`src/pkg/pwr_pkg.sv`:
```
// Constants shared by the power manager register bank and touch logic.
// Assumes a 40 MHz system clock and a register set of version 3.
package pwr_pkg;

  // Clock and lamp timing
  localparam int unsigned CLK_PERIOD_NS = 25;
  localparam int unsigned PULSE_STEP_NS = 4000000;
  localparam int unsigned FLASH_HALF_NS = 50000000;
  localparam int unsigned CNT_W = 22;

  // Register set version reported at offset zero
  localparam logic [7:0] REG_SET_VERSION = 8'h03;

  // Register offsets
  localparam logic [7:0] OFS_VERSION = 8'h00;
  localparam logic [7:0] OFS_BUS_ADDR = 8'h01;
  localparam logic [7:0] OFS_LAMP_MODE = 8'h02;
  localparam logic [7:0] OFS_CYCLES = 8'h03;
  localparam logic [7:0] OFS_THRESHOLD = 8'h04;
  localparam logic [7:0] OFS_HYSTERESIS = 8'h05;
  localparam logic [7:0] OFS_OSC_RANGE = 8'h06;
  localparam logic [7:0] OFS_OSC_MOD = 8'h07;
  localparam logic [7:0] OFS_VBAT_V1 = 8'h15;
  localparam logic [7:0] OFS_VBAT_V2 = 8'h17;
  localparam logic [7:0] OFS_VBAT_V3 = 8'h19;
  localparam logic [7:0] OFS_HIST_V1 = 8'h19;
  localparam logic [7:0] OFS_HIST_V2 = 8'h1B;
  localparam logic [7:0] OFS_HIST_V3 = 8'h1D;

  // Reset values
  localparam logic [6:0] BUS_ADDR_RST = 7'h43;
  localparam logic [7:0] LAMP_MODE_RST = 8'h01;
  localparam logic [7:0] CYCLES_RST = 8'h14;
  localparam logic [7:0] THRESHOLD_RST = 8'h0C;
  localparam logic [7:0] HYSTERESIS_RST = 8'h02;
  localparam logic [7:0] OSC_TRIM_RST = 8'h00; // Arbitrary, flash restores

  // Touch filter and press-and-hold length in samples
  localparam int unsigned BASE_SHIFT = 4;
  localparam logic [7:0] HOLD_SAMPLES = 8'h08;

  // Lamp modes
  localparam logic [7:0] LAMP_OFF = 8'h00;
  localparam logic [7:0] LAMP_ON = 8'h01;
  localparam logic [7:0] LAMP_PULSE = 8'h02;
  localparam logic [7:0] LAMP_FLASH = 8'h03;

  // Host power states
  typedef enum logic [1:0] {
    HOST_OFF = 2'b00,
    HOST_BOOT = 2'b01,
    HOST_ON = 2'b10,
    HOST_SHDN = 2'b11
  } host_state_t;

  // Bus target states
  typedef enum logic [2:0] {
    ST_IDLE = 3'b000,
    ST_ADDR = 3'b001,
    ST_ADDR_ACK = 3'b010,
    ST_WR = 3'b011,
    ST_WR_ACK = 3'b100,
    ST_RD = 3'b101,
    ST_RD_ACK = 3'b110,
    ST_SKIP = 3'b111
  } bus_state_t;

endpackage

```
`src/hw/pad_touch_detect.sv`:
```
// Touch decision with a filtered baseline, hysteresis and sample history.
// Assumes one sample_i pulse per finished measurement, same clock domain.
`timescale 1ns/10ps
module pad_touch_detect (
  // Clock, reset, enable
  input wire logic clk_i,
  input wire logic resetn_i,
  input wire logic ce_i,
  // Measurement and parameters
  input wire logic sample_i,
  input wire logic [15:0] reading_i,
  input wire logic [7:0] threshold_i,
  input wire logic [7:0] hysteresis_i,
  // Decision
  output logic touched_o,
  output logic [3:0] history_o
);

  logic [15:0] base_q;
  logic primed_q;

  // Levels are 18 bits wide so the sums never wrap
  wire [17:0] rd = {2'b00, reading_i};
  wire [17:0] mid = {2'b00, base_q} + {10'h000, threshold_i};
  wire [17:0] hys = {10'h000, hysteresis_i};
  wire [17:0] on_lvl = mid + hys;
  wire [17:0] off_lvl = (mid > hys) ? mid - hys : 18'h00000;
  wire touch_d = touched_o ? !(rd < off_lvl)
                           : (rd > on_lvl);
  wire signed [16:0] diff = $signed({1'b0, reading_i})
                          - $signed({1'b0, base_q});
  wire signed [16:0] step = diff >>> pwr_pkg::BASE_SHIFT;

  // Baseline only follows while untouched, so a hold cannot drag it up
  always_ff @(posedge clk_i or negedge resetn_i) begin
    if (!resetn_i) begin
      base_q <= 16'h0000;
      primed_q <= 1'b0;
    end else if (ce_i && sample_i) begin
      primed_q <= 1'b1;
      if (!primed_q) begin
        base_q <= reading_i;
      end else if (!touched_o) begin
        base_q <= base_q + step[15:0];
      end
    end
  end

  // Decision and history; first sample only primes the baseline
  always_ff @(posedge clk_i or negedge resetn_i) begin
    if (!resetn_i) begin
      touched_o <= 1'b0;
      history_o <= 4'h0;
    end else if (ce_i && sample_i && primed_q) begin
      touched_o <= touch_d;
      history_o <= {history_o[2:0], touch_d};
    end
  end

  property p_touch_on;
    @(posedge clk_i) disable iff (!resetn_i)
    ce_i && sample_i && primed_q && !touched_o && (rd > on_lvl)
    |=> touched_o;
  endproperty
  a_touch_on: assert property (p_touch_on)
    else $error("touch missed");

  property p_touch_off;
    @(posedge clk_i) disable iff (!resetn_i)
    ce_i && sample_i && primed_q && touched_o && (rd < off_lvl)
    |=> !touched_o;
  endproperty
  a_touch_off: assert property (p_touch_off)
    else $error("release missed");

  property p_hist_shift;
    @(posedge clk_i) disable iff (!resetn_i)
    ce_i && sample_i && primed_q
    |=> history_o[3:1] == $past(history_o[2:0]) && history_o[0] == touched_o;
  endproperty
  a_hist_shift: assert property (p_hist_shift)
    else $error("bad history");

endmodule

```
`src/hw/touch_power_i2c_regs.sv`:
```
// Register bank of the battery power manager behind an I2C target port,
// with touch pad detection, press-and-hold shutdown and lamp driver.
// Assumes SCL/SDA pins from outside the clock domain, an open-drain SDA
// resolved outside, and flash restore strobes from same-clock logic.
//
// Function
// - After power-up the target answers at 7-bit address 0x43.
// - Offset 0x01 holds the bus address, used as soon as written.
// - Offset 0x00 reads the register-set version, here 0x03.
// - Offset 0x02 picks the lamp while on: off, on, pulse, flash.
// - Host off keeps the lamp dark; booting or shutting pulses it.
// - The history byte shifts each touch sample after the first in at bit 0.
// - A long hold turns the host off; short touches are only logged.
// - Offset 0x03 gives the measure cycle count, default 20.
// - A low-pass baseline follows the average reading while untouched.
// - Touch starts above baseline plus threshold plus hysteresis.
// - Touch ends below baseline plus threshold minus hysteresis.
// - Offsets 0x06 and 0x07 are read/write oscillator trim bytes.
// - Battery voltage is a 2-byte little-endian 10-bit value.
// - The history byte sits at 0x19, 0x1B or 0x1D by version.
// - Persistent settings go to flash on change and return at power-up.
`timescale 1ns/10ps
module touch_power_i2c_regs #(
  parameter int unsigned PULSE_STEP_CYC =
    pwr_pkg::PULSE_STEP_NS / pwr_pkg::CLK_PERIOD_NS,
  parameter int unsigned FLASH_HALF_CYC =
    pwr_pkg::FLASH_HALF_NS / pwr_pkg::CLK_PERIOD_NS
) (
  // Clock, reset, enable
  input wire logic clk_i,
  input wire logic resetn_i,
  input wire logic ce_i,
  // I2C target pins
  input wire logic scl_i,
  input wire logic sda_i,
  output logic sda_o,
  output logic sda_oe_o,
  // Host power state, lamp and shutdown request
  input wire logic [1:0] host_state_i,
  output logic power_lamp_o,
  output logic host_off_req_o,
  // Touch measurement front end
  input wire logic pad_sample_i,
  input wire logic [15:0] pad_reading_i,
  output logic [7:0] pad_measure_cycle_count_o,
  // Battery conversion
  input wire logic [9:0] vbat_i,
  // Oscillator trims
  output logic [7:0] osc_range_trim_o,
  output logic [7:0] osc_mod_trim_o,
  // Flash restore and save
  input wire logic nvm_load_i,
  input wire logic [7:0] nvm_addr_i,
  input wire logic [7:0] nvm_data_i,
  output logic nvm_wr_o,
  output logic [7:0] nvm_addr_o,
  output logic [7:0] nvm_data_o
);

  // Battery offset for a given register-set version
  function automatic logic [7:0] vbat_ofs(input logic [7:0] ver);
    case (ver)
      8'h01: vbat_ofs = pwr_pkg::OFS_VBAT_V1;
      8'h02: vbat_ofs = pwr_pkg::OFS_VBAT_V2;
      default: vbat_ofs = pwr_pkg::OFS_VBAT_V3;
    endcase
  endfunction

  // History offset for a given register-set version
  function automatic logic [7:0] hist_ofs(input logic [7:0] ver);
    case (ver)
      8'h01: hist_ofs = pwr_pkg::OFS_HIST_V1;
      8'h02: hist_ofs = pwr_pkg::OFS_HIST_V2;
      default: hist_ofs = pwr_pkg::OFS_HIST_V3;
    endcase
  endfunction

  // Settings that are kept in flash
  function automatic logic is_persist(input logic [7:0] ofs);
    is_persist = (ofs >= pwr_pkg::OFS_BUS_ADDR)
              && (ofs <= pwr_pkg::OFS_OSC_MOD);
  endfunction

  // Pin synchronisers; stage 1 is read by stage 2 only
  logic scl_q1, scl_q2, scl_q3;
  logic sda_q1, sda_q2, sda_q3;

  // Bus target state
  pwr_pkg::bus_state_t st_q;
  logic [3:0] cnt_q;
  logic [7:0] shift_q;
  logic [7:0] ptr_q;
  logic rw_q;
  logic ptr_phase_q;
  logic nack_q;

  // Registers
  logic [6:0] bus_addr_q;
  logic [7:0] lamp_mode_q;
  logic [7:0] threshold_q;
  logic [7:0] hysteresis_q;
  logic [9:0] vbat_snap_q;

  // Touch and lamp state
  logic touched;
  logic [3:0] history;
  logic [7:0] hold_cnt_q;
  logic [7:0] pwm_q;
  logic [7:0] level_q;
  logic dir_q;
  logic flash_q;
  logic [pwr_pkg::CNT_W-1:0] step_cnt_q;
  logic [pwr_pkg::CNT_W-1:0] flash_cnt_q;

  // Bus events
  wire scl_rise = scl_q2 && !scl_q3;
  wire scl_fall = !scl_q2 && scl_q3;
  wire start_ev = scl_q2 && scl_q3 && sda_q3 && !sda_q2;
  wire stop_ev = scl_q2 && scl_q3 && !sda_q3 && sda_q2;
  wire byte_in = (cnt_q == 4'h8);
  wire addr_hit = (shift_q[7:1] == bus_addr_q);
  wire wr_byte = scl_fall && (st_q == pwr_pkg::ST_WR) && byte_in;
  wire rd_done = scl_fall && (st_q == pwr_pkg::ST_RD) && byte_in;
  wire bus_wr = wr_byte && !ptr_phase_q;
  // Read phase starts at the acknowledge, where the first bit is launched
  wire in_read = (st_q == pwr_pkg::ST_RD) || (st_q == pwr_pkg::ST_RD_ACK)
              || (st_q == pwr_pkg::ST_ADDR_ACK && rw_q);

  // Register write port, shared by the bus and flash restore
  wire reg_we = bus_wr || nvm_load_i;
  wire [7:0] wr_ofs = bus_wr ? ptr_q : nvm_addr_i;
  wire [7:0] wr_dat = bus_wr ? shift_q : nvm_data_i;

  // Read selection; offsets follow the reported version
  wire [7:0] vb_ofs = vbat_ofs(pwr_pkg::REG_SET_VERSION);
  wire [7:0] hs_ofs = hist_ofs(pwr_pkg::REG_SET_VERSION);
  wire [7:0] rd_byte =
    (ptr_q == pwr_pkg::OFS_VERSION) ?
      pwr_pkg::REG_SET_VERSION :
    (ptr_q == pwr_pkg::OFS_BUS_ADDR) ? {1'b0, bus_addr_q} :
    (ptr_q == pwr_pkg::OFS_LAMP_MODE) ? lamp_mode_q :
    (ptr_q == pwr_pkg::OFS_CYCLES) ? pad_measure_cycle_count_o :
    (ptr_q == pwr_pkg::OFS_THRESHOLD) ? threshold_q :
    (ptr_q == pwr_pkg::OFS_HYSTERESIS) ? hysteresis_q :
    (ptr_q == pwr_pkg::OFS_OSC_RANGE) ? osc_range_trim_o :
    (ptr_q == pwr_pkg::OFS_OSC_MOD) ? osc_mod_trim_o :
    (ptr_q == vb_ofs) ? vbat_snap_q[7:0] :
    (ptr_q == vb_ofs + 8'h01) ? {6'h00, vbat_snap_q[9:8]} :
    (ptr_q == hs_ofs) ? {4'h0, history} :
    8'h00;
  wire rd_bit = rd_byte[3'h7 - cnt_q[2:0]];

  // Synchronise the bus pins
  always_ff @(posedge clk_i or negedge resetn_i) begin
    if (!resetn_i) begin
      scl_q1 <= 1'b1;
      scl_q2 <= 1'b1;
      scl_q3 <= 1'b1;
      sda_q1 <= 1'b1;
      sda_q2 <= 1'b1;
      sda_q3 <= 1'b1;
    end else if (ce_i) begin
      scl_q1 <= scl_i;
      scl_q2 <= scl_q1;
      scl_q3 <= scl_q2;
      sda_q1 <= sda_i;
      sda_q2 <= sda_q1;
      sda_q3 <= sda_q2;
    end
  end

  // Target sequencer; SDA only changes after an SCL fall
  always_ff @(posedge clk_i or negedge resetn_i) begin
    if (!resetn_i) begin
      st_q <= pwr_pkg::ST_IDLE;
      cnt_q <= 4'h0;
      shift_q <= 8'h00;
      rw_q <= 1'b0;
      ptr_phase_q <= 1'b0;
      nack_q <= 1'b0;
      sda_oe_o <= 1'b0;
    end else if (ce_i) begin
      if (start_ev) begin
        st_q <= pwr_pkg::ST_ADDR;
        cnt_q <= 4'h0;
        sda_oe_o <= 1'b0;
      end else if (stop_ev) begin
        st_q <= pwr_pkg::ST_IDLE;
        sda_oe_o <= 1'b0;
      end else if (scl_rise) begin
        if (st_q == pwr_pkg::ST_RD_ACK) begin
          nack_q <= sda_q2;
        end else if (!byte_in) begin
          cnt_q <= cnt_q + 4'h1;
          shift_q <= {shift_q[6:0], sda_q2};
        end
      end else if (scl_fall) begin
        case (st_q)
          pwr_pkg::ST_ADDR: begin
            if (byte_in && addr_hit) begin
              st_q <= pwr_pkg::ST_ADDR_ACK;
              rw_q <= shift_q[0];
              sda_oe_o <= 1'b1;
            end else if (byte_in) begin
              st_q <= pwr_pkg::ST_SKIP;
            end
          end
          pwr_pkg::ST_ADDR_ACK: begin
            cnt_q <= 4'h0;
            ptr_phase_q <= !rw_q;
            st_q <= rw_q ? pwr_pkg::ST_RD : pwr_pkg::ST_WR;
            sda_oe_o <= rw_q && !rd_byte[7];
          end
          pwr_pkg::ST_WR: begin
            if (byte_in) begin
              st_q <= pwr_pkg::ST_WR_ACK;
              sda_oe_o <= 1'b1;
            end
          end
          pwr_pkg::ST_WR_ACK: begin
            st_q <= pwr_pkg::ST_WR;
            cnt_q <= 4'h0;
            ptr_phase_q <= 1'b0;
            sda_oe_o <= 1'b0;
          end
          pwr_pkg::ST_RD: begin
            if (byte_in) begin
              st_q <= pwr_pkg::ST_RD_ACK;
              sda_oe_o <= 1'b0;
            end else begin
              sda_oe_o <= !rd_bit;
            end
          end
          pwr_pkg::ST_RD_ACK: begin
            // A not-acknowledge ends the read until the next start
            cnt_q <= 4'h0;
            st_q <= nack_q ? pwr_pkg::ST_SKIP : pwr_pkg::ST_RD;
            sda_oe_o <= !nack_q && !rd_byte[7];
          end
          default: sda_oe_o <= 1'b0;
        endcase
      end
    end
  end

  // Register pointer: first written byte loads it, data bytes step it
  always_ff @(posedge clk_i or negedge resetn_i) begin
    if (!resetn_i) begin
      ptr_q <= 8'h00;
    end else if (ce_i) begin
      if (wr_byte && ptr_phase_q) begin
        ptr_q <= shift_q;
      end else if (wr_byte || rd_done) begin
        ptr_q <= ptr_q + 8'h01;
      end
    end
  end

  // Settings; bus writes and flash restore share one port
  always_ff @(posedge clk_i or negedge resetn_i) begin
    if (!resetn_i) begin
      bus_addr_q <= pwr_pkg::BUS_ADDR_RST;
      lamp_mode_q <= pwr_pkg::LAMP_MODE_RST;
      pad_measure_cycle_count_o <= pwr_pkg::CYCLES_RST;
      threshold_q <= pwr_pkg::THRESHOLD_RST;
      hysteresis_q <= pwr_pkg::HYSTERESIS_RST;
      osc_range_trim_o <= pwr_pkg::OSC_TRIM_RST;
      osc_mod_trim_o <= pwr_pkg::OSC_TRIM_RST;
    end else if (ce_i && reg_we) begin
      case (wr_ofs)
        pwr_pkg::OFS_BUS_ADDR: bus_addr_q <= wr_dat[6:0];
        pwr_pkg::OFS_LAMP_MODE: lamp_mode_q <= wr_dat;
        pwr_pkg::OFS_CYCLES: pad_measure_cycle_count_o <= wr_dat;
        pwr_pkg::OFS_THRESHOLD: threshold_q <= wr_dat;
        pwr_pkg::OFS_HYSTERESIS: hysteresis_q <= wr_dat;
        pwr_pkg::OFS_OSC_RANGE: osc_range_trim_o <= wr_dat;
        pwr_pkg::OFS_OSC_MOD: osc_mod_trim_o <= wr_dat;
        default: ;
      endcase
    end
  end

  // Save changed settings; restore comes back on nvm_load_i
  always_ff @(posedge clk_i or negedge resetn_i) begin
    if (!resetn_i) begin
      nvm_wr_o <= 1'b0;
      nvm_addr_o <= 8'h00;
      nvm_data_o <= 8'h00;
      sda_o <= 1'b0;
    end else if (ce_i) begin
      nvm_wr_o <= bus_wr && is_persist(ptr_q);
      nvm_addr_o <= ptr_q;
      nvm_data_o <= shift_q;
      sda_o <= 1'b0;
    end
  end

  // Freeze the battery value during a read so both bytes match
  always_ff @(posedge clk_i or negedge resetn_i) begin
    if (!resetn_i) begin
      vbat_snap_q <= 10'h000;
    end else if (ce_i && !in_read) begin
      vbat_snap_q <= vbat_i;
    end
  end

  // Touch detection and history
  pad_touch_detect u_touch (
    .clk_i(clk_i),
    .resetn_i(resetn_i),
    .ce_i(ce_i),
    .sample_i(pad_sample_i),
    .reading_i(pad_reading_i),
    .threshold_i(threshold_q),
    .hysteresis_i(hysteresis_q),
    .touched_o(touched),
    .history_o(history)
  );

  // Press-and-hold counter; short touches only reach the history
  always_ff @(posedge clk_i or negedge resetn_i) begin
    if (!resetn_i) begin
      hold_cnt_q <= 8'h00;
      host_off_req_o <= 1'b0;
    end else if (ce_i) begin
      host_off_req_o <= pad_sample_i && touched
        && (hold_cnt_q == pwr_pkg::HOLD_SAMPLES - 8'h01)
        && (host_state_i == pwr_pkg::HOST_ON);
      if (pad_sample_i && !touched) begin
        hold_cnt_q <= 8'h00;
      end else if (pad_sample_i && hold_cnt_q != pwr_pkg::HOLD_SAMPLES) begin
        hold_cnt_q <= hold_cnt_q + 8'h01;
      end
    end
  end

  // Lamp timebase: PWM ramp for pulsing, toggle for fast flash
  always_ff @(posedge clk_i or negedge resetn_i) begin
    if (!resetn_i) begin
      pwm_q <= 8'h00;
      level_q <= 8'h00;
      dir_q <= 1'b0;
      flash_q <= 1'b0;
      step_cnt_q <= '0;
      flash_cnt_q <= '0;
    end else if (ce_i) begin
      pwm_q <= pwm_q + 8'h01;
      step_cnt_q <= step_cnt_q + 1'b1;
      flash_cnt_q <= flash_cnt_q + 1'b1;
      if (step_cnt_q == pwr_pkg::CNT_W'(PULSE_STEP_CYC - 1)) begin
        step_cnt_q <= '0;
        level_q <= dir_q ? level_q - 8'h01 : level_q + 8'h01;
        if ((dir_q && level_q == 8'h01) || (!dir_q && level_q == 8'hFE)) begin
          dir_q <= !dir_q;
        end
      end
      if (flash_cnt_q == pwr_pkg::CNT_W'(FLASH_HALF_CYC - 1)) begin
        flash_cnt_q <= '0;
        flash_q <= !flash_q;
      end
    end
  end

  // Lamp selection by host state, then by mode
  wire pulse_on = (pwm_q < level_q);
  wire mode_on =
    (lamp_mode_q == pwr_pkg::LAMP_OFF) ? 1'b0 :
    (lamp_mode_q == pwr_pkg::LAMP_PULSE) ? pulse_on :
    (lamp_mode_q == pwr_pkg::LAMP_FLASH) ? flash_q : 1'b1;
  wire lamp_d =
    (host_state_i == pwr_pkg::HOST_OFF) ? 1'b0 :
    (host_state_i == pwr_pkg::HOST_ON) ? mode_on : pulse_on;

  always_ff @(posedge clk_i or negedge resetn_i) begin
    if (!resetn_i) begin
      power_lamp_o <= 1'b0;
    end else if (ce_i) begin
      power_lamp_o <= lamp_d;
    end
  end

  property p_addr_ack;
    @(posedge clk_i) disable iff (!resetn_i)
    ce_i && scl_fall && st_q == pwr_pkg::ST_ADDR && byte_in && addr_hit
    |=> sda_oe_o && st_q == pwr_pkg::ST_ADDR_ACK;
  endproperty
  a_addr_ack: assert property (p_addr_ack)
    else $error("no address ack");

  property p_addr_miss;
    @(posedge clk_i) disable iff (!resetn_i)
    ce_i && scl_fall && st_q == pwr_pkg::ST_ADDR && byte_in && !addr_hit
    |=> !sda_oe_o && st_q == pwr_pkg::ST_SKIP;
  endproperty
  a_addr_miss: assert property (p_addr_miss)
    else $error("foreign ack");

  property p_version;
    @(posedge clk_i) disable iff (!resetn_i)
    ptr_q == pwr_pkg::OFS_VERSION |-> rd_byte == 8'h03;
  endproperty
  a_version: assert property (p_version)
    else $error("bad version");

  property p_lamp_dark;
    @(posedge clk_i) disable iff (!resetn_i)
    ce_i && host_state_i == pwr_pkg::HOST_OFF |=> !power_lamp_o;
  endproperty
  a_lamp_dark: assert property (p_lamp_dark)
    else $error("lamp lit");

  property p_lamp_on;
    @(posedge clk_i) disable iff (!resetn_i)
    ce_i && host_state_i == pwr_pkg::HOST_ON && lamp_mode_q == 8'h01
    |=> power_lamp_o;
  endproperty
  a_lamp_on: assert property (p_lamp_on)
    else $error("lamp not on");

  property p_ptr_step;
    @(posedge clk_i) disable iff (!resetn_i)
    ce_i && (bus_wr || rd_done) |=> ptr_q == $past(ptr_q) + 8'h01;
  endproperty
  a_ptr_step: assert property (p_ptr_step)
    else $error("pointer stuck");

  property p_host_off;
    @(posedge clk_i) disable iff (!resetn_i)
    host_off_req_o |-> $past(hold_cnt_q) == 8'h07 ##1 !host_off_req_o;
  endproperty
  a_host_off: assert property (p_host_off)
    else $error("bad off request");

  property p_nvm_save;
    @(posedge clk_i) disable iff (!resetn_i)
    ce_i && bus_wr && is_persist(ptr_q)
    |=> nvm_wr_o && nvm_addr_o == $past(ptr_q) && nvm_data_o == $past(shift_q);
  endproperty
  a_nvm_save: assert property (p_nvm_save)
    else $error("save missed");

endmodule

```
`config.mk`:
```
export PLATFORM = sky130hd
export DESIGN_NAME = touch_power_i2c_regs
export DESIGN_NICKNAME = d
export VERILOG_FILES = /design/src/pkg/pwr_pkg.sv /design/src/hw/pad_touch_detect.sv /design/src/hw/touch_power_i2c_regs.sv
export SDC_FILE = /design/constraint.sdc
export NUM_CORES = 1
export LEC_CHECK = 0
export BUFFER_PORTS_ARGS = -buffer_cell sky130_fd_sc_hd__buf_2
export CAP_MARGIN = 40
export CORE_AREA = 2 2 183 185
export CTS_CLUSTER_DIAMETER = 60
export DETAILED_ROUTE_END_ITERATION = 6
export DIE_AREA = 0 0 185 187
export PLACE_DENSITY_LB_ADDON = 0.15
export SLEW_MARGIN = 10
export SYNTH_ARGS = -nofsm -noshare
export SYNTH_HDL_FRONTEND = slang
export SYNTH_HIERARCHICAL = 1
export SYNTH_SLANG_ARGS = --single-unit
```
`constraint.sdc`:
```
create_clock -name clk_i -period 5.19 [get_ports clk_i]
set_input_delay 0.519 -clock clk_i [delete_from_list [all_inputs] [get_ports clk_i]]
set_output_delay 0.519 -clock clk_i [all_outputs]
set_load 0.02 [all_outputs]
```
==> run summary, run 1 <==
Net count of the mapped netlist: 1710
Worst relative slew slack: 0.380
Highest Clock Rate: 206 MHz
Vertical extent of the die: 187 um
Run status: completed
EDFF count, synth: 0
Worst Path Class, Setup: reg2reg
Worst VDD drop: 0.000288 V
Clock tree root buffer cell: sky130_fd_sc_hd__clkbuf_16
Slew at the pin with the worst max-slew slack: 0.929 ns
HPWL after detailed placement: 28.8 mm
Stage delay of the slowest cell on the critical path: 0.62 ns
Sequential fraction of the synthesis area: 0.361
DR pass1 iterations: 5
#FFs+latches synth: 208
Number of buffers inserted for hold repair after clock tree synthesis: 0
Cell type with the largest total area after synthesis: sky130_fd_sc_hd__dfrtp_1
Horiz. Die Dim: 185 um
CP top delay family: compound AO/OA/AOI/OAI gates
Most frequent cell after synthesis: sky130_fd_sc_hd__dfrtp_1
CP max FO: 6
Inserted Diodes: 0
Slowest stage cell, crit path: sky130_fd_sc_hd__o311ai_0
Setup repair after global routing missed its margin: no
Part of the power in the clock network: 0.252
Required time at the endpoint of the critical path: 5.67 ns
CTS buffer count: 28
Path class of the lowest-slack min-delay path: in2async
# port buffers: 94
Comb power frac: 0.469
Clock latency reported for the late side of the worst-skew pair: 0.58 ns
Routed WL per cell: 18.6 um
TritonCTS clock tree: yes
Number of clock sinks: 208
Hold violation total from the final report: 0
Final count of pins violating max slew: 0
First-iteration detailed-routing DRC count: 679
Clock transition at the registers of the reported paths: 0.06 ns
Post-synth top area share: 0.334
Cell Int Power: 5.02 mW
Switching share of total power: 0.400
Vias in the first global route: 11621
I/O pin count: 96
Most instantiated cells after synthesis: sky130_fd_sc_hd__dfrtp_1, sky130_fd_sc_hd__nand2_1, sky130_fd_sc_hd__ha_1, sky130_fd_sc_hd__nor2_1, sky130_fd_sc_hd__mux2_2
Psw: 3.34 mW
Routed WL: 38.9 mm
Share of flip-flops with an asynchronous set or reset: 1.00
Final weighted congestion of routability-driven global placement: 0.928
Static Leakage: 7.49 nW
Relative contribution of sequential cells to total power: 0.279
Pwr/cell area: 508 mW/mm^2
Synth Cell Area: 0.0145 mm^2
Cell types occupying the most area after synthesis: sky130_fd_sc_hd__dfrtp_1, sky130_fd_sc_hd__ha_1, sky130_fd_sc_hd__mux2_2
DIE AREA: 0.0346 mm^2
Startpoint class of the critical path: flip-flop
Wire length of the first global-routing pass: 63.3 mm
Maximum clock insertion buffer count: 3
Vias per cell: 5.58
Routed via count: 11716
Core utilization of the finished layout: 0.501
# DRC: 0
Most instantiated flip-flop cell in the synthesis netlist: sky130_fd_sc_hd__dfrtp_1
Antenna violations before repair: 0
H-Tree Level Count: 1
Post-detailed-route count of antenna-violating nets: 0
Initial standard-cell utilization of the core: 0.440
Critical path buffers and inverters: 2
Yosys warns: 6
Final total negative setup slack: 0 ns
Largest clock skew in the final design: 0.0409 ns
Worst setup timing slack at the placement stage: 0.116 ns
Post-layout worst setup margin: 0.336 ns
Count of standard-cell rows: 67
Number of instances in the synthesized netlist: 1543
Pin count of the biggest net entering global routing: 116
Arrival time reported for the critical path endpoint: 5.33 ns
Congestion Overflow GR: 0
Global Route Usage Sum: 0.228
Final critical delay including setup and external delays: 4.85 ns
Worst Setup End Kind: flip-flop
Proportion of layout cells with a drive suffix above 1: 0.194
Number of different library cells in the post-synthesis netlist: 96
Final setup fails: 0
Final net count: 1795
Area overhead of the layout relative to synthesis: 13.8%
Post-route clock period utilization: 0.935
Core ar.: 0.0329 mm^2
Post-synthesis area per instance: 9.37 um^2
Cells traversed along the worst timing path: ha_1 -> nor2b_1 -> o21a_2 -> o21ai_4 -> nand2b_1 -> a21oi_2 -> xnor2_2 -> ha_2 -> inv_1 -> o311ai_0 -> buf_4 -> xnor2_1 -> ha_1 -> nand4_1 -> nor2_1 -> a21oi_1 -> o211ai_1 -> a21oi_1 -> nand2_1 -> a41o_1 -> o211a_1
Maxcap violations: 0
## cell usage in the layout, fill, tap and decap left out, types with 23 or more instances in the layout
cell | Yosys | layout
sky130_fd_sc_hd__ha_1 | 112 | 111
sky130_fd_sc_hd__a21oi_1 | 74 | 71
sky130_fd_sc_hd__nor3_1 | 39 | 38
sky130_fd_sc_hd__nand4_1 | 36 | 36
sky130_fd_sc_hd__xor2_1 | 45 | 45
sky130_fd_sc_hd__dfrtp_1 | 193 | 193
sky130_fd_sc_hd__mux2_2 | 104 | 104
sky130_fd_sc_hd__xnor2_1 | 80 | 79
sky130_fd_sc_hd__clkbuf_16 | 0 | 28
sky130_fd_sc_hd__nor2_1 | 106 | 106
sky130_fd_sc_hd__a21o_1 | 23 | 23
sky130_fd_sc_hd__buf_2 | 8 | 93
sky130_fd_sc_hd__inv_1 | 81 | 81
sky130_fd_sc_hd__nand2_1 | 119 | 119
sky130_fd_sc_hd__nand3_1 | 64 | 64
sky130_fd_sc_hd__o21ai_0 | 88 | 85
## power by group through the flow
stage                     clock network (mW)  logic [mW]  registers (mW)
after floorplan                            0        3.01            2.21
final                                   2.11        3.92            2.33
after global placement                     0        3.84            2.35
after CTS                               2.15        3.90            2.33
after global routing                    2.23        4.43            2.39
after detailed placement                   0        3.88            2.36
## logic make-up (layout without fill, tap and decap cells)
family          after synthesis  after routing  share of synthesized area
buf+inv                     141            248                     0.0396
other cells                   1              1                   0.000259
compound gates              318            318                      0.146
xor+xnor                    125            125                     0.0757
flops                       208            208                      0.361
fa+ha+maj                   116            116                      0.102
simple gates                510            510                      0.180
mux                         124            124                     0.0951
## layout make-up
cell class / count / area, um^2
clock inverters: 15 / 245
clock buffers: 37 / 785
flip-flops and latches: 208 / 5220
well taps: 448 / 561
multi-input cells: 1194 / 8700
fillers: 3146 / 16400
inverters: 85 / 319
repair buffers: 111 / 621
## routing by layer
layer  part of all wire  vias up  routed length (um)  track usage
met5                  0        -                   0            0
met4              0.026        0                1030       0.0614
met3              0.040       60                1560       0.0308
met2               0.47      248               18400        0.379
met1               0.46     5664               17900        0.312
li1                   -     5744                   -            -
## sequential cells by signal, indices dropped and copies added, names as in the netlist, 10 cells and up
register        cells
u_touch/base_q     16
step_cnt_q         22
flash_cnt_q        22
vbat_snap_q        10
## metrics by stage
stage	total power [mW]	hold WS, ns	std cells	instance area (um^2)
global route	9.04	0.132	2098	16500
detailed placement	6.23	0.463	2046	15400
finish	8.36	0.0481	2098	16500
global placement	6.19	0.459	2046	15400
CTS	8.38	0.0858	2098	16400
floorplan	5.22	0.223	1543	14500
## path summary, 6_finish.rpt
check                      slack, ns  depth (start not counted)                          endpoint                   startpoint
max                             0.34                         21  u_touch/history_o[0]$_DFFE_PN0P_   threshold_q[2]$_DFFE_PN1P_
min                             0.05                          1    u_touch/base_q[13]$_DFFE_PN0P_                     resetn_i
max reg2reg                     0.34                         21  u_touch/history_o[0]$_DFFE_PN0P_   threshold_q[2]$_DFFE_PN1P_
min reg2reg                     0.47                          1       flash_cnt_q[21]$_DFFE_PN0P_  flash_cnt_q[21]$_DFFE_PN0P_
max in group asynchronous       4.09                          2       hysteresis_q[1]$_DFFE_PN1P_                     resetn_i
min in group clk_i              0.17                          2        vbat_snap_q[3]$_DFFE_PN0P_                    vbat_i[3]
## timing repair
item                       in CTS  in global routing
setup endpoints to repair       0                  1
gates resized for setup         0                 12
setup buffers                   0                  0
Note: power is estimated with default switching activity, not from simulation.
==> run 2: changes to the inputs <==
--- a/config.mk
+++ b/config.mk
@@ -11,7 +11,7 @@
 export CTS_CLUSTER_DIAMETER = 60
 export DETAILED_ROUTE_END_ITERATION = 6
 export DIE_AREA = 0 0 185 187
-export PLACE_DENSITY_LB_ADDON = 0.15
+export PLACE_DENSITY = 0.58
 export SLEW_MARGIN = 10
 export SYNTH_ARGS = -nofsm -noshare
 export SYNTH_HDL_FRONTEND = slang
==> run summary, run 2 (synthesized netlist as in run 1, its figures left out) <==
Hold slack final: -0.0581 ns (-0.106 ns)
Startpoint class of the critical path: flip-flop
Worst Path Class, Setup: reg2reg
Pwr/cell area: 507 mW/mm^2 (-0.26%)
Comb power frac: 0.474 (+0.005)
Overall power after layout: 8.30 mW (-0.74%)
Slowest stage cell, crit path: sky130_fd_sc_hd__dfstp_2
Beginning of the worst register-to-register path: threshold_q[2]$_DFFE_PN1P_
Largest registers in the final layout: flash_cnt_q (22), step_cnt_q (22), u_touch/base_q (16)
Maximum clock insertion buffer count: 3 (unchanged)
Proportion of layout cells with a drive suffix above 1: 0.193 (-0.000978)
Post-placement cell area: 0.0153 mm^2 (-0.33%)
Worst setup timing slack at the placement stage: 0.133 ns (+0.0163 ns)
Arrival time reported for the critical path endpoint: 5.34 ns (about the same)
Worst relative slew slack: 0.366 (-0.0143)
Core ar.: 0.0329 mm^2 (unchanged)
Switching share of total power: 0.408 (+0.00821)
Final critical delay including setup and external delays: 4.89 ns (+0.0392 ns)
Commonest non-fill, non-tap cell in the layout: sky130_fd_sc_hd__dfrtp_1
Psw: 3.39 mW (+1.3%)
Static Leakage: 7.45 nW (-0.53%)
Cells traversed along the worst timing path: ha_1 -> nor2b_1 -> o21a_2 -> o21ai_2 -> nand2b_1 -> a21oi_1 -> xnor2_1 -> ha_1 -> nor3_1 -> nor2_1 -> o21ai_1 -> o21ai_0 -> or4_1 -> buf_4 -> nand3b_1 -> ha_1 -> a21o_1 -> a21o_1 -> a21oi_1 -> nor2b_1 -> o21ai_0 -> a211o_1 -> o2111ai_2 -> o211a_1
Relative contribution of sequential cells to total power: 0.282 (+0.003)
Critical path's most frequent cell: sky130_fd_sc_hd__ha_1
Inserted Diodes: 0 (unchanged)
Most frequent cells in the layout: sky130_fd_sc_hd__dfrtp_1, sky130_fd_sc_hd__nand2_1, sky130_fd_sc_hd__ha_1
Part of the power in the clock network: 0.244 (-0.008)
CP top delay family: compound AO/OA/AOI/OAI gates
Worst setup startpoint: threshold_q[2]$_DFFE_PN1P_
First-iteration detailed-routing DRC count: 706 (+4.0%)
Number of buffers inserted for hold repair after clock tree synthesis: 0 (unchanged)
Global Route Usage Sum: 0.227 (-0.00113)
Antenna violations before repair: 0 (unchanged)
Final weighted congestion of routability-driven global placement: 0.926 (-0.22%)
Highest Clock Rate: 204 MHz (-0.80%)
Critical path buffers and inverters: 1 (-1)
Area overhead of the layout relative to synthesis: 13.3%
# port buffers: 94 (unchanged)
Post-route cell area: 0.0164 mm^2 (-0.49%)
# DRC: 0 (unchanged)
CTS buffer count: 28 (unchanged)
Horiz. Die Dim: 185 um (unchanged)
Required time at the endpoint of the critical path: 5.63 ns (-0.04 ns)
Run status: finished with violations
Routed WL per cell: 18.8 um (+1.1%)
Routed WL: 39.3 mm (+1.0%)
Slew at the pin with the worst max-slew slack: 0.951 ns (+0.0215 ns)
Hold violation total from the final report: 17 (+17)
Area occupied by multi-input gates: 0.00869 mm^2 (-0.19%)
Clock tree root buffer cell: sky130_fd_sc_hd__clkbuf_16
Post-route clock period utilization: 0.943 (+0.00755)
Initial standard-cell utilization of the core: 0.440 (unchanged)
Congestion Overflow GR: 0 (unchanged)
Worst VDD drop: 0.000300 V (+4.2%)
I/O pin count: 96 (unchanged)
Vertical extent of the die: 187 um (unchanged)
Stage delay of the slowest cell on the critical path: 0.55 ns (-0.07 ns)
Count of standard-cell rows: 67 (unchanged)
Cell Int Power: 4.91 mW (-2.1%)
DR pass1 iterations: 5 (unchanged)
Clock latency reported for the late side of the worst-skew pair: 0.60 ns (+0.02 ns)
Post-layout worst setup margin: 0.296 ns (-0.0392 ns)
Total of fill cells in the finished design: 3140 (-0.19%)
Violations in the final reports: hold timing
Final setup fails: 0 (unchanged)
DIE AREA: 0.0346 mm^2 (unchanged)
Pin count of the biggest net entering global routing: 122 (+5.2%)
Worst Setup End Kind: flip-flop
Final net count: 1793 (-0.11%)
CP max FO: 16 (+10)
Post-detailed-route count of antenna-violating nets: 0 (unchanged)
Maxcap violations: 0 (unchanged)
Final count of pins violating max slew: 0 (unchanged)
Vias per cell: 5.64 (+0.97%)
H-Tree Level Count: 1 (unchanged)
Core utilization of the finished layout: 0.498 (-0.00244)
Wire length of the first global-routing pass: 62.9 mm (-0.59%)
HPWL after detailed placement: 28.7 mm (-0.47%)
Number of clock sinks: 208 (unchanged)
Largest clock skew in the final design: 0.0552 ns (+0.0143 ns)
Routed via count: 11818 (+0.87%)
Vias in the first global route: 11633 (+0.10%)
Path class of the lowest-slack min-delay path: in2async
TritonCTS clock tree: yes
Register cell area after layout: 0.00523 mm^2 (about the same)
Clock transition at the registers of the reported paths: 0.06 ns (about the same)
run 2: cell count changes in the layout (fill, tap and decap cells not counted), sizes merged:
cell      delta
clkinvlp     +1
clkbuf       -2
inv          -1
buf          -2
bufinv       -2
clkinv       +4
run 2: through the flow:
| stage | std cells | TNS (ns) |
|---|---|---|
| finish | 2096 | 0 |
| CTS | 2093 | 0 |
| detailed placement | 2041 | 0 |
| global route | 2096 | -0.0129 |
| floorplan | 1543 | 0 |
| global placement | 2041 | 0 |
run 2: path summary, 6_finish.rpt:
path | slack, ns | cells after the start | endpoint
setup / recovery | 0.30 | 24 | u_touch/history_o[0]$_DFFE_PN0P_
hold / removal | -0.06 | 1 | vbat_snap_q[4]$_DFFE_PN0P_
setup reg to reg | 0.30 | 24 | u_touch/history_o[0]$_DFFE_PN0P_
hold reg to reg | 0.47 | 1 | step_cnt_q[21]$_DFFE_PN0P_
max in group asynchronous | 3.91 | 2 | u_touch/base_q[1]$_DFFE_PN0P_
min in group clk_i | 0.15 | 2 | vbat_snap_q[2]$_DFFE_PN0P_
run 2: layout make-up:
cell class                 count  area share
tap                          448      0.0342
multi-input combinational   1194       0.530
timing repair buffer         109      0.0362
clock buffer                  35      0.0474
sequential                   208       0.319
inverter                      85      0.0195
clock inverter                17      0.0131
run 2: power groups by stage:
stage	clock, mW	combinational [mW]	sequential, mW
floorplan	0	3.01	2.21
global placement	0	3.78	2.35
detailed placement	0	3.84	2.36
CTS	2.08	3.87	2.34
global route	2.15	4.41	2.38
finish	2.03	3.94	2.34
run 2: routing by layer:
| layer | GRT usage | vias up | routed length, um |
|---|---|---|---|
| met1 | 0.305 | 5736 | 17700 |
| met5 | 0 | - | 0 |
| met2 | 0.373 | 272 | 18600 |
| met4 | 0.0684 | 0 | 1190 |
| li1 | - | 5734 | - |
| met3 | 0.0395 | 76 | 1770 |
run 2: timing repair:
action,CTS,global route
gates resized for setup,0,11
setup buffers,0,3
endpoints found under the setup margin,0,1
==> run 3: changes to the inputs <==
==> constraint.sdc (replaced) <==
create_clock -name clk_i -period 4.75 [get_ports clk_i]
set_input_delay 0.475 -clock clk_i [delete_from_list [all_inputs] [get_ports clk_i]]
set_output_delay 0.475 -clock clk_i [all_outputs]
set_load 0.02 [all_outputs]
==> run summary, run 3 (synthesized netlist as in run 1, its figures left out) <==
H-Tree Level Count: 1 (unchanged)
Vias per cell: 5.60 (-0.67%)
Slew at the pin with the worst max-slew slack: 0.943 ns (-0.00765 ns)
Antenna violations before repair: 0 (unchanged)
Number of clock sinks: 208 (unchanged)
Wire length of the first global-routing pass: 63.5 mm (+0.99%)
Cells traversed along the worst timing path: ha_2 -> inv_1 -> fa_2 -> nor2b_1 -> o21a_2 -> o21ai_2 -> buf_4 -> a21oi_4 -> mux2i_1 -> o32a_1 -> or4_4 -> buf_8 -> nand3b_1 -> ha_4 -> a21o_1 -> a21o_1 -> a21oi_2 -> nor2b_1 -> o21ai_1 -> a211o_1 -> o2111ai_2 -> o211a_1
Worst VDD drop: 0.000349 V (+16%)
Run status: finished with violations
Static Leakage: 7.65 nW (+2.7%)
Inserted Diodes: 0 (unchanged)
Post-detailed-route count of antenna-violating nets: 0 (unchanged)
Pwr/cell area: 563 mW/mm^2 (+11%)
DR pass1 iterations: 5 (unchanged)
Endpoint of the lowest-slack register-to-register path: u_touch/history_o[0]$_DFFE_PN0P_
Worst Path Class, Setup: reg2reg
Final net count: 1826 (+1.8%)
Worst Setup End Kind: flip-flop
# DRC: 0 (unchanged)
Slowest stage cell, crit path: sky130_fd_sc_hd__or4_4
Count of standard-cell rows: 67 (unchanged)
Clock transition at the registers of the reported paths: 0.06 ns (about the same)
Post-route clock period utilization: 0.967 (+0.0242)
Routed WL per cell: 18.5 um (-1.3%)
Maximum clock insertion buffer count: 3 (unchanged)
Proportion of layout cells with a drive suffix above 1: 0.224 (+0.0307)
Maxcap violations: 0 (unchanged)
I/O pin count: 96 (unchanged)
# port buffers: 94 (unchanged)
Highest Clock Rate: 218 MHz (+6.5%)
Worst setup startpoint: u_touch/base_q[0]$_DFFE_PN0P_
Core ar.: 0.0329 mm^2 (unchanged)
Commonest non-fill, non-tap cell in the layout: sky130_fd_sc_hd__dfrtp_1
Startpoint class of the critical path: flip-flop
Most frequent cells in the layout: sky130_fd_sc_hd__dfrtp_1, sky130_fd_sc_hd__nand2_1, sky130_fd_sc_hd__nor2_1, sky130_fd_sc_hd__ha_1, sky130_fd_sc_hd__mux2_2
Final setup fails: 0 (unchanged)
Beginning of the worst register-to-register path: u_touch/base_q[0]$_DFFE_PN0P_
Stage delay of the slowest cell on the critical path: 0.58 ns (+0.03 ns)
Post-placement cell area: 0.0156 mm^2 (+1.5%)
CTS buffer count: 28 (unchanged)
Total of fill cells in the finished design: 3096 (-1.4%)
Final critical delay including setup and external delays: 4.59 ns (-0.300 ns)
Vertical extent of the die: 187 um (unchanged)
Final count of pins violating max slew: 0 (unchanged)
Horiz. Die Dim: 185 um (unchanged)
Congestion Overflow GR: 0 (unchanged)
Arrival time reported for the critical path endpoint: 5.03 ns (-0.31 ns)
Register cell area after layout: 0.00522 mm^2 (about the same)
First-iteration detailed-routing DRC count: 593 (-16%)
Clock latency reported for the late side of the worst-skew pair: 0.59 ns (about the same)
Routed via count: 11924 (+0.90%)
DIE AREA: 0.0346 mm^2 (unchanged)
Flop2flop setup slack: 0.16 ns (-0.14 ns)
Pin count of the biggest net entering global routing: 120 (-1.6%)
Clock tree root buffer cell: sky130_fd_sc_hd__clkbuf_16
Hold slack final: -0.0425 ns (+0.0156 ns)
Initial standard-cell utilization of the core: 0.440 (unchanged)
Vias in the first global route: 11787 (+1.3%)
Critical path buffers and inverters: 3 (+2)
Setup repair after global routing missed its margin: yes
Area overhead of the layout relative to synthesis: 16.1%
CP max FO: 9 (-7)
Worst relative slew slack: 0.371 (+0.00510)
TritonCTS clock tree: yes
Hold violation total from the final report: 36 (+19)
Violations in the final reports: hold timing
Path class of the lowest-slack min-delay path: in2async
Overall power after layout: 9.45 mW (+14%)
CP top delay family: compound AO/OA/AOI/OAI gates
Largest registers in the final layout: flash_cnt_q (22), step_cnt_q (22), u_touch/base_q (16)
Largest clock skew in the final design: 0.0498 ns (-0.00544 ns)
HPWL after detailed placement: 29.0 mm (+1.1%)
Routed WL: 39.4 mm (+0.30%)
Post-route cell area: 0.0168 mm^2 (+2.5%)
Global Route Usage Sum: 0.229 (+0.00206)
Area occupied by multi-input gates: 0.00882 mm^2 (+1.5%)
Path depth of the worst reg2reg path: 22 (-8.3%)
Required time at the endpoint of the critical path: 5.18 ns (-0.45 ns)
Final weighted congestion of routability-driven global placement: 0.932 (+0.57%)
[run 3: cell types whose count changed in the layout (fill, tap and decap cells not counted), moves of 3 or more]
cell / before / now
sky130_fd_sc_hd__buf_4: 15 / 47
sky130_fd_sc_hd__o21ai_0: 85 / 80
sky130_fd_sc_hd__ha_4: 0 / 4
sky130_fd_sc_hd__a21oi_1: 71 / 66
sky130_fd_sc_hd__ha_1: 111 / 106
sky130_fd_sc_hd__o21ai_2: 2 / 5
sky130_fd_sc_hd__a21oi_2: 3 / 9
sky130_fd_sc_hd__inv_8: 0 / 4
[run 3: stage by stage]
| step | util | setup TNS, ns | instances | hold WS [ns] | worst slack (ns) |
|---|---|---|---|---|---|
| 6_report | 0.511 | 0 | 2129 | -0.0425 | 0.156 |
| 4_1_cts | 0.505 | 0 | 2125 | 0.00742 | 0.00296 |
| 2_1_floorplan | - | 0 | 1543 | 0.179 | 0.0658 |
| 3_3_place_gp | 0.473 | -0.00319 | 2071 | 0.462 | -0.00319 |
| 5_1_grt | 0.511 | -0.0860 | 2129 | 0.0242 | -0.0860 |
| 3_5_place_dp | 0.473 | -0.0500 | 2071 | 0.453 | -0.0500 |
[run 3: repair_timing]
action | in CTS | in global routing
buffers inserted | 2 | 4
setup endpoints to repair | 1 | 2
pin swaps | 2 | 20
hold buffers | 0 | 0
resized for setup | 3 | 40
[run 3: worst max path at each step]
stage	depth (start not counted)	end
2_1_floorplan	24	u_touch/history_o[0]$_DFFE_PN0P_
3_3_place_gp	22	u_touch/history_o[0]$_DFFE_PN0P_
3_5_place_dp	22	u_touch/history_o[0]$_DFFE_PN0P_
4_1_cts	24	u_touch/history_o[0]$_DFFE_PN0P_
5_1_grt	24	u_touch/history_o[0]$_DFFE_PN0P_
6_report	22	u_touch/history_o[0]$_DFFE_PN0P_
[run 3: worst register-to-register path, cell delays in order (launching register included)]
cell	delay [ns]
sky130_fd_sc_hd__dfrtp_1	0.37
sky130_fd_sc_hd__ha_2	0.19
sky130_fd_sc_hd__inv_1	0.06
sky130_fd_sc_hd__fa_2	0.41
sky130_fd_sc_hd__nor2b_1	0.12
sky130_fd_sc_hd__o21a_2	0.15
sky130_fd_sc_hd__o21ai_2	0.06
sky130_fd_sc_hd__buf_4	0.16
sky130_fd_sc_hd__a21oi_4	0.28
sky130_fd_sc_hd__mux2i_1	0.13
sky130_fd_sc_hd__o32a_1	0.43
sky130_fd_sc_hd__or4_4	0.58
sky130_fd_sc_hd__buf_8	0.16
sky130_fd_sc_hd__nand3b_1	0.13
sky130_fd_sc_hd__ha_4	0.22
sky130_fd_sc_hd__a21o_1	0.15
sky130_fd_sc_hd__a21o_1	0.18
sky130_fd_sc_hd__a21oi_2	0.15
sky130_fd_sc_hd__nor2b_1	0.06
sky130_fd_sc_hd__o21ai_1	0.14
sky130_fd_sc_hd__a211o_1	0.15
sky130_fd_sc_hd__o2111ai_2	0.08
sky130_fd_sc_hd__o211a_1	0.12
[run 3: area by class of cell]
| class | instances | area share |
|---|---|---|
| sequential | 208 | 0.311 |
| inverter | 85 | 0.0190 |
| multi-input combinational | 1194 | 0.525 |
| clock buffer | 33 | 0.0452 |
| timing repair buffer | 142 | 0.0505 |
| clock inverter | 19 | 0.0153 |
| tap | 448 | 0.0334 |
[run 3: report_power, final]
group	total (mW)	internal (mW)	switching, mW
registers	2.53	2.09	0.437
logic	4.66	2.17	2.49
clock network	2.26	1.34	0.916
total	9.45	5.60	3.84
[run 3: per-layer routing]
metal | GRT usage | up-vias | part of all wire
li1 | - | 5800 | -
met1 | 0.315 | 5795 | 0.46
met2 | 0.381 | 271 | 0.47
met3 | 0.0343 | 58 | 0.046
met4 | 0.0507 | 0 | 0.022
met5 | 0 | - | 0
